$ cat config.mk
export PLATFORM = sky130hd
export DESIGN_NAME = evp_top
export DESIGN_NICKNAME = d
export VERILOG_FILES = /design/src/evp_pkg.sv /design/src/evp_prio.sv /design/src/evp_top.sv
export SDC_FILE = /design/constraint.sdc
export NUM_CORES = 1
export LEC_CHECK = 0
export BUFFER_PORTS_ARGS = -buffer_cell sky130_fd_sc_hd__buf_4
export CAP_MARGIN = 5
export CELL_PAD_IN_SITES_DETAIL_PLACEMENT = 0
export CELL_PAD_IN_SITES_GLOBAL_PLACEMENT = 1
export CORE_ASPECT_RATIO = 0.5
export CORE_UTILIZATION = 30
export CTS_BUF_LIST = sky130_fd_sc_hd__clkbuf_4 sky130_fd_sc_hd__clkbuf_8
export DETAILED_ROUTE_END_ITERATION = 10
export HOLD_SLACK_MARGIN = 0.02
export PLACE_DENSITY = 0.72
export SETUP_SLACK_MARGIN = 0.15
export SLEW_MARGIN = 0
export SYNTH_ARGS = -nofsm -noshare
export SYNTH_HDL_FRONTEND = slang
export SYNTH_SLANG_ARGS = --single-unit
$ cat constraint.sdc
create_clock -name core_clk -period 4.54 [get_ports core_clk]
set_input_delay 0.454 -clock core_clk [delete_from_list [all_inputs] [get_ports core_clk]]
set_output_delay 0.454 -clock core_clk [all_outputs]
set_load 0.1 [all_outputs]
$ cat src/evp_pkg.sv
package evp_pkg;
    // register byte addresses on the apb slave
    localparam logic [11:0] VBR_ADDR = 12'h000;
    localparam logic [11:0] CTRL_ADDR = 12'h004;
    localparam logic [11:0] STAT_ADDR = 12'h008;
    localparam logic [11:0] VEC_ADDR = 12'h00c;
    // reset values
    localparam logic [7:0] VBR_RESET = 8'hff;
    localparam logic [7:0] DEBUG_UPPER = 8'hff;
    // fixed reset vectors
    localparam logic [15:0] VEC_POR = 16'hfffe;
    localparam logic [15:0] VEC_CLKMON = 16'hfffc;
    localparam logic [15:0] VEC_WDOG = 16'hfffa;
    // offsets from the vector base
    localparam logic [7:0] OFS_TRAP = 8'hf8;
    localparam logic [7:0] OFS_SWI = 8'hf6;
    localparam logic [7:0] OFS_XMASK = 8'hf4;
    localparam logic [7:0] OFS_EXT = 8'hf2;
    localparam logic [7:0] OFS_PERI_TOP = 8'hf0;
    localparam logic [7:0] OFS_SPUR = 8'h80;
    // peripheral sources: index i sits at OFS_PERI_TOP - 2*i
    localparam int NUM_PERI = 56;
    // control register fields
    localparam int CTRL_IMASK = 0;
    localparam int CTRL_XMASK = 1;
    localparam int CTRL_DIELINK = 2;
    localparam int CTRL_DEBUG = 3;
    localparam logic [3:0] CTRL_RESET = 4'h3;
    typedef enum logic [2:0] {
        EVP_IDLE = 3'b001,
        EVP_ACCESS = 3'b010,
        EVP_DONE = 3'b100
    } evp_apb_state_t;
endpackage

$ cat src/evp_prio.sv
`timescale 1ns/1ns
// combinational priority decoder from request vector to 16-bit address
module evp_prio
    import evp_pkg::*;
(
    input wire logic rst_por,
    input wire logic rst_clkmon,
    input wire logic rst_wdog,
    input wire logic trap,
    input wire logic software_interrupt_instruction,
    input wire logic xreq,
    input wire logic ext,
    input wire logic [evp_pkg::NUM_PERI-1:0] peri,
    input wire logic imask,
    input wire logic xmask,
    input wire logic [7:0] upper,
    output logic [15:0] vector,
    output logic hit
);
    logic [7:0] peri_ofs [0:evp_pkg::NUM_PERI];
    logic [evp_pkg::NUM_PERI:0] peri_any;
    logic [7:0] ofs;
    logic xq;
    logic iq;

    // walk from the highest index downward so the lowest index, at the highest vector, wins last
    assign peri_ofs[NUM_PERI] = OFS_SPUR;
    assign peri_any[NUM_PERI] = 1'b0;
    genvar i;
    generate
        for (i = NUM_PERI - 1; i >= 0; i--) begin : g_peri
            assign peri_any[i] = peri_any[i+1] | peri[i];
            assign peri_ofs[i] = peri[i] ? 8'(OFS_PERI_TOP - 8'(2 * i)) : peri_ofs[i+1];
        end
    endgenerate

    assign xq = xreq & ~xmask;
    assign iq = ~imask & (ext | peri_any[0]);
    // higher vector wins; non-maskable beats maskable
    assign ofs = trap ? OFS_TRAP : software_interrupt_instruction ? OFS_SWI : xq ? OFS_XMASK :
                 (iq & ext) ? OFS_EXT : iq ? peri_ofs[0] : OFS_SPUR;
    assign hit = trap | software_interrupt_instruction | xq | iq;
    // resets ignore the base register entirely
    assign vector = rst_por ? VEC_POR : rst_clkmon ? VEC_CLKMON : rst_wdog ? VEC_WDOG :
                    {upper, ofs};
endmodule

$ cat src/evp_top.sv
`timescale 1ns/1ns
module evp_top
    import evp_pkg::*;
(
    input wire logic core_clk,
    input wire logic arst_n,
    input wire logic clk_en,
    input wire logic psel,
    input wire logic penable,
    input wire logic pwrite,
    input wire logic [11:0] paddr,
    input wire logic [31:0] pwdata,
    output logic [31:0] prdata,
    output logic pready,
    output logic pslverr,
    input wire logic rst_por,
    input wire logic rst_clkmon,
    input wire logic rst_wdog,
    input wire logic trap_req,
    input wire logic swi_req,
    input wire logic xmask_pin_request,
    input wire logic ext_pin_request,
    input wire logic die_link_err_irq,
    input wire logic die_link_irq,
    input wire logic [evp_pkg::NUM_PERI-1:0] peri_req,
    input wire logic vec_req,
    output logic [15:0] vec_addr,
    output logic vec_valid,
    output logic vec_resume,
    output logic wake_async
);
    import evp_pkg::*;

    evp_apb_state_t state_q, state_d;
    logic [7:0] vbr_q;
    logic [3:0] ctrl_q;
    logic [31:0] prdata_q, prdata_d;
    logic pslverr_d, pslverr_q;
    logic [15:0] vec_q;
    logic vec_valid_q, vec_resume_q;
    logic [15:0] vector;
    logic hit;
    logic [7:0] upper;
    logic xsrc, esrc;
    logic any_reset;
    logic sel_vbr, sel_ctrl, sel_stat, sel_vec, mapped;
    logic wr_take;

    // die-link parts take the internal lines instead of the pins
    assign xsrc = ctrl_q[CTRL_DIELINK] ? die_link_err_irq : xmask_pin_request;
    assign esrc = ctrl_q[CTRL_DIELINK] ? die_link_irq : ext_pin_request;
    assign upper = ctrl_q[CTRL_DEBUG] ? DEBUG_UPPER : vbr_q;
    assign any_reset = rst_por | rst_clkmon | rst_wdog;

    // pure gates: the clock is stopped during stop mode, so nothing here may be sampled.
    // this output is the one top output not from a flop, by necessity.
    assign wake_async = xsrc | (~ctrl_q[CTRL_IMASK] & (esrc | (|peri_req)));

    evp_prio u_prio (
        .rst_por(rst_por),
        .rst_clkmon(rst_clkmon),
        .rst_wdog(rst_wdog),
        .trap(trap_req),
        .software_interrupt_instruction(swi_req),
        .xreq(xsrc),
        .ext(esrc),
        .peri(peri_req),
        .imask(ctrl_q[CTRL_IMASK]),
        .xmask(ctrl_q[CTRL_XMASK]),
        .upper(upper),
        .vector(vector),
        .hit(hit)
    );

    // vector latched only when the cpu asks, so a late higher request still wins
    always_ff @(posedge core_clk or negedge arst_n) begin
        if (!arst_n) begin
            vec_q <= VEC_POR;
            vec_valid_q <= 1'b0;
            vec_resume_q <= 1'b0;
        end else if (clk_en) begin
            vec_valid_q <= vec_req;
            // masked x wake with nothing else pending: resume, no handler
            vec_resume_q <= vec_req & ~any_reset & ~hit & xsrc & ctrl_q[CTRL_XMASK];
            if (vec_req) begin
                vec_q <= vector;
            end
        end
    end

    // apb address decode
    assign sel_vbr = (paddr == VBR_ADDR);
    assign sel_ctrl = (paddr == CTRL_ADDR);
    assign sel_stat = (paddr == STAT_ADDR);
    assign sel_vec = (paddr == VEC_ADDR);
    assign mapped = sel_vbr | sel_ctrl | sel_stat | sel_vec;
    // writes land on the edge where pready is seen high, never earlier
    assign wr_take = (state_q == EVP_DONE) & psel & penable & pwrite & mapped;

    // one wait state: setup, access (pready low), done (pready high)
    always_comb begin
        state_d = state_q;
        case (state_q)
            EVP_IDLE: begin
                if (psel && !penable) begin
                    state_d = EVP_ACCESS;
                end
            end
            EVP_ACCESS: begin
                state_d = EVP_DONE;
            end
            EVP_DONE: begin
                state_d = EVP_IDLE;
            end
            default: begin
                state_d = EVP_IDLE;
            end
        endcase
    end

    // read mux; status shows live request and wake state
    always_comb begin
        prdata_d = 32'h0000_0000;
        pslverr_d = ~mapped;
        if (sel_vbr) begin
            prdata_d = {24'h00_0000, vbr_q};
        end else if (sel_ctrl) begin
            prdata_d = {28'h000_0000, ctrl_q};
        end else if (sel_stat) begin
            prdata_d = {26'h000_0000, wake_async, hit, esrc, xsrc, swi_req, trap_req};
        end else if (sel_vec) begin
            prdata_d = {16'h0000, vec_q};
        end
    end

    always_ff @(posedge core_clk or negedge arst_n) begin
        if (!arst_n) begin
            state_q <= EVP_IDLE;
            prdata_q <= 32'h0000_0000;
            pslverr_q <= 1'b0;
        end else if (clk_en) begin
            state_q <= state_d;
            if (state_q == EVP_ACCESS) begin
                prdata_q <= pwrite ? 32'h0000_0000 : prdata_d;
                pslverr_q <= pslverr_d;
            end
        end
    end

    // register writes; a system reset restores the base before any reset vector is used
    always_ff @(posedge core_clk or negedge arst_n) begin
        if (!arst_n) begin
            vbr_q <= VBR_RESET;
            ctrl_q <= CTRL_RESET;
        end else if (clk_en) begin
            if (any_reset) begin
                vbr_q <= VBR_RESET;
            end else if (wr_take && sel_vbr) begin
                vbr_q <= pwdata[7:0];
            end
            if (wr_take && sel_ctrl) begin
                ctrl_q <= pwdata[3:0];
            end
        end
    end

    assign pready = (state_q == EVP_DONE);
    assign prdata = prdata_q;
    assign pslverr = pslverr_q & pready;
    assign vec_addr = vec_q;
    assign vec_valid = vec_valid_q;
    assign vec_resume = vec_resume_q;
endmodule

==> results of run 1 <==
==> power by group through the flow <==
| stage | Clock [mW] | Sequential (mW) | Combinational, mW |
|---|---|---|---|
| 2_1_floorplan | 0 | 0.533 | 0.156 |
| 3_3_place_gp | 0 | 0.487 | 0.315 |
| 3_5_place_dp | 0 | 0.487 | 0.317 |
| 4_1_cts | 0.288 | 0.480 | 0.318 |
| 5_1_grt | 0.303 | 0.484 | 0.338 |
| 6_report | 0.277 | 0.480 | 0.316 |
==> per-stage QoR <==
step           setup WS [ns]  std cells
2_1_floorplan           1.81        355
3_3_place_gp            1.78        593
3_5_place_dp            1.78        593
4_1_cts                 1.76        601
5_1_grt                 1.67        601
6_report                1.79        601
==> registers in the layout (all words and copies together) (netlist names) <==
signal	cells
state_q	3
vec_valid	1
vec_addr	14
ctrl_q	4
prdata	16
pslverr_q	1
vec_resume	1
vbr_q	8
==> worst paths after layout <==
path,start,to,slack (ns),cells after the start
min in group core_clk,penable,state_q[1],0.36,2
max reg2reg,ctrl_q[2],vec_addr[1],2.35,6
max,peri_req[1],wake_async,1.79,7
min,arst_n,prdata[1],0.15,1
max in group asynchronous,arst_n,prdata[8],3.97,1
min reg2reg,vbr_q[5],vbr_q[5],0.47,2
==> routing by layer <==
layer  GRT usage  share of wire  vias to the layer above
li1            -              -                     1495
met1       0.229           0.49                     1442
met2       0.282           0.45                       96
met3      0.0248          0.050                        7
met4      0.0412         0.0085                        0
met5           0              0                        -
==> layout by cell type, fill, tap and decap left out, types with 3 or more instances in the layout <==
cell type,synthesis,layout
o21ai_0,6,6
nor4_4,6,6
o22a_1,10,10
a22o_1,12,12
a31oi_1,3,3
buf_4,18,128
nor4_2,5,5
conb_1,2,18
nand2b_1,5,5
o22ai_1,3,3
nor2_1,39,39
o21bai_1,4,4
nand2_1,16,16
or3_1,3,3
nor2b_1,3,3
mux2_1,4,4
o211ai_1,3,3
dfrtp_1,23,23
nor4_1,12,12
mux4_2,3,3
nand4_1,7,7
nand3_1,5,5
o31ai_1,8,8
a21oi_1,11,11
o21ai_1,11,11
dfstp_2,25,25
inv_1,17,17
nor3_1,18,18
clkbuf_8,1,6
==> final cells by class <==
class,instances,share of cell area
Multi-Input combinational cell,259,0.411
Sequential cell,48,0.286
Timing Repair Buffer,128,0.223
Tap cell,140,0.0407
Clock buffer,7,0.0209
Inverter,18,0.0157
Clock inverter,1,0.00203
==> logic make-up (layout without fill, tap and decap cells) <==
| family | after synthesis | in the layout | synth area share |
|---|---|---|---|
| buffers and inverters | 48 | 154 | 0.0834 |
| AOI/OAI and AO/OA | 93 | 93 | 0.210 |
| and+or+nand+nor | 136 | 136 | 0.267 |
| DFF | 48 | 48 | 0.384 |
| muxes | 12 | 12 | 0.0526 |
| other | 2 | 18 | 0.00234 |
==> reports/metrics.yaml, run 1 <==
power_frac_clock: 0.259
crit_path_frequent_cell: "buf_4"
numPortBuffers: 126
power.density_nw_per_um2: 249
n_antenna_cell: 0
fin_setup_tns_ns: 0
post-cts-setup-buffer-count: 0
synth.cell_area_um2: 3210
cp_max_fo: 4
cp_cell_sequence: "buf_4 > nor4_1 > nand4b_1 > nor4_4 > a21oi_2 > nand2b_1 > buf_4"
max_cap_viol_count: 0
ys_top_cells_by_area: "dfstp_2, dfrtp_1, nor2_1"
max_clock_freq_ghz: 0.364
worst_path_max_delay_cell: "nor4_1"
min_period_ns: 2.75
crit_arrival_ns: 2.29
endpoint_kind: "output port"
nets: 576
path_clk_slew_ns: 0.10
syn_avg_cell_area_um2: 9.47
drive_gt1_frac: 0.410
initial_core_util: 0.311
vias: 3040
sw_frac_of_total: 0.353
start_kind: "input port"
yosysSeqAreaShare: 0.384
synth.distinct_cells: 66
rsz0062_at_grt: "false"
regArea_um2: 1230
p_sw_uw: 379
core_um2: 10300
worstSetupPathType: "in -> out"
outcome: "completed"
remaining_drc_errors: 0
yosys.area.top_type_share: 0.205
hold_path.class: "in -> async"
ctsResizeCount: 0
cp.required_ns: 4.09
totalWireLength_um: 9080
die_area_um2: 11100
stdcell_area_um2: 4300
hold_viol: 0
viasPerCell: 5.06
cts-root-buf: "clkbuf_8"
tightest_slew_ns: 1.04
grt_overflow_total: 0
p_seq_frac: 0.447
yosysWarningCount: 0
die_h_um: 75.1
synth_edf_count: 0
ys_ff_latch: 48
max_stage_delay_ns: 0.49
ys.flop_type: "dfstp_2"
whs_ns: 0.150
finalCritPeriodShare: 0.605
clkSinkCount: 48
p_leak_nw: 1.91
multi_input_area_um2: 1770
clock_skew_ns: 0.0105
critPathBufInv: 2
grt_pass1_vias: 2898
place_hpwl_um: 7320
grt_use_total: 0.167
maxSlewHeadroom: 0.304
ios: 169
place_congestion: 0.789
clk_latency_ns: 0.31
holdBufCountCts: 0
synthTopCellsByCount: "nor2_1, dfstp_2, dfrtp_1, buf_4, nor3_1"
peakVddDrop_v: 0.000109
wire_per_inst_um: 15.1
fp.dieW_um: 148
fillers: 1078
cts_tree: "done"
placementRows: 26
synthArstFlopShare: 1.00
syn_inst: 339
cpLargestDelayFamily: "simple AND/OR/NAND/NOR gates"
setup_violations: 0
yosysMostFrequentCell: "nor2_1"
grt_pass1_wl_um: 14600
intPower_uw: 694
htree_levels: 2
syn2layout_area_growth_pct: 34.1
numCtsBuffers: 5
power_mw: 1.07
final_util: 0.417
drt_iter0_drc: 89
grt_max_degree: 49
firstDrtPassIters: 4
yosysTopAreaCell: "dfstp_2"
p_comb_frac: 0.294
antenna_found_initial: 0
clockBufferDepth: 2
maxSlewViolCount: 0
place_area_um2: 4210
drt.antenna.violating_nets: 0
No activity file was read; power rests on OpenSTA's default activity.
==> inputs of run 2 (changes only) <==
==> constraint.sdc (replaced) <==
create_clock -name core_clk -period 2.7 [get_ports core_clk]
set_input_delay 0.27 -clock core_clk [delete_from_list [all_inputs] [get_ports core_clk]]
set_output_delay 0.27 -clock core_clk [all_outputs]
set_load 0.1 [all_outputs]
==> run 2 against run 1 <==
  * Clock-buffer cell count shrank 2
  * Die area unchanged
  * Flip-flop and latch count did not move
  * Via count is 1.4% lower
  * Clock skew hardly changed
  * Hold slack improved by 0.027 ns
  * Largest cell class unchanged
  * Non-clock buffer count is 3 higher
  * Sequential power increased by 68%
  * Critical path depth unchanged
  * Clock power is 130% higher
==> reports/metrics.yaml, run 2 (synthesis results as in run 1) <==
drt.antenna.violating_nets: 0
peakVddDrop_v: 0.000233
core_um2: 10300
ff2ff_setup_slack_ns: 0.64
rsz0062_at_grt: "false"
ios: 169
sw_frac_of_total: 0.329
placementRows: 26
cpLargestDelayFamily: "simple AND/OR/NAND/NOR gates"
power.density_nw_per_um2: 451
place_hpwl_um: 7410
ctsResizeCount: 0
clk_latency_ns: 0.31
n_antenna_cell: 0
intPower_mw: 1.32
critPathLaunch: "peri_req[37]"
max_cap_viol_count: 0
outcome: "completed"
remaining_drc_errors: 0
path_clk_slew_ns: 0.09
largest_register_ffs: 16
placedCellCount: 595
syn2layout_area_growth_pct: 36.1
p_leak_nw: 1.94
min_from: "penable"
power_mw: 1.97
final_cell_mix: "buf_4, nor2_1, dfstp_2"
post-cts-setup-buffer-count: 0
clockBufferDepth: 2
fin_setup_tns_ns: 0
grt_use_total: 0.172
place_congestion: 0.796
clkSinkCount: 48
grt_pass1_wl_um: 15000
cts_tree: "done"
die_area_um2: 11100
grt_max_degree: 49
cp_cell_sequence: "buf_4 > or4_4 > nand4bb_4 > nor4_4 > a21oi_2 > nand2b_1 > buf_4"
drive_gt1_frac: 0.412
final_util: 0.424
fp.dieW_um: 148
cp_max_fo: 4
cp.required_ns: 2.43
crit_path_frequent_cell: "buf_4"
totalWireLength_um: 9200
grt_pass1_vias: 2967
fin_cells: 604
firstDrtPassIters: 4
endpoint_kind: "output port"
grt_overflow_total: 0
viasPerCell: 4.96
clock_skew_ns: 0.0106
p_comb_frac: 0.271
holdBufCountCts: 1
vias: 2997
maxSlewHeadroom: 0.329
max_stage_delay_ns: 0.54
worst_path_max_delay_cell: "or4_4"
initial_core_util: 0.311
p_sw_uw: 648
crit_arrival_ns: 2.08
hold_viol: 0
start_kind: "input port"
nets: 579
max_clock_freq_ghz: 0.426
maxSlewViolCount: 0
die_h_um: 75.1
min_period_ns: 2.35
htree_levels: 2
wire_per_inst_um: 15.2
critPathBufInv: 2
cts-root-buf: "clkbuf_8"
numPortBuffers: 126
reg2reg_from: "ctrl_q[2]"
numCtsBuffers: 5
tightest_slew_ns: 0.999
setup_violations: 0
worstSetupPathType: "in -> out"
mostFrequentLayoutCell: "buf_4"
drt_iter0_drc: 98
p_seq_frac: 0.410
finalCritPeriodShare: 0.870
fillers: 1077
antenna_found_initial: 0
power_frac_clock: 0.319
hold_path.class: "in -> reg"
==> run 2: cell types whose count changed in the layout (fill, tap and decap cells not counted), sizes merged <==
cell         change
buf              +2
bufinv           +2
clkbuf           -2
clkinv           -1
dlygate4sd3      +1
inv              +1
==> run 2: cell type report <==
class / instances / area [um2] / area share
Inverter: 18 / 67.6 / 0.0155
Clock inverter: 3 / 68.8 / 0.0158
Clock buffer: 5 / 68.8 / 0.0158
Timing Repair Buffer: 131 / 986 / 0.226
Sequential cell: 48 / 1230 / 0.282
Tap cell: 140 / 175 / 0.0401
Multi-Input combinational cell: 259 / 1770 / 0.405
==> run 2: per-stage QoR <==
step / hold WS (ns) / worst slack (ns) / cell area, um2
after CTS: 0.164 / 0.336 / 4370
final: 0.177 / 0.350 / 4370
after global routing: 0.178 / 0.292 / 4370
after floorplan: -0.0256 / 0.342 / 3270
after global placement: 0.325 / 0.342 / 4220
after detailed placement: 0.320 / 0.331 / 4220
==> run 2: path summary, 6_finish.rpt <==
path | cells after the start | end
max | 7 | wake_async
min | 2 | state_q[1]
max reg2reg | 6 | vec_addr[1]
min reg2reg | 2 | vbr_q[7]
max in group asynchronous | 2 | prdata[8]
min in group asynchronous | 2 | prdata[2]
==> run 2: per-layer routing <==
layer	part of all wire	wire [um]	up-vias	track usage
met5	0	0	-	0
met4	0.0071	65	0	0.0378
met3	0.043	398	5	0.0242
met2	0.46	4210	86	0.296
met1	0.49	4520	1409	0.233
li1	-	-	1497	-
==> run 2: power groups by stage <==
stage	registers [mW]	logic (mW)	clock network [mW]
finish	0.807	0.534	0.629
global route	0.813	0.573	0.668
CTS	0.807	0.537	0.647
detailed placement	0.819	0.535	0
global placement	0.820	0.531	0
floorplan	0.895	0.262	0
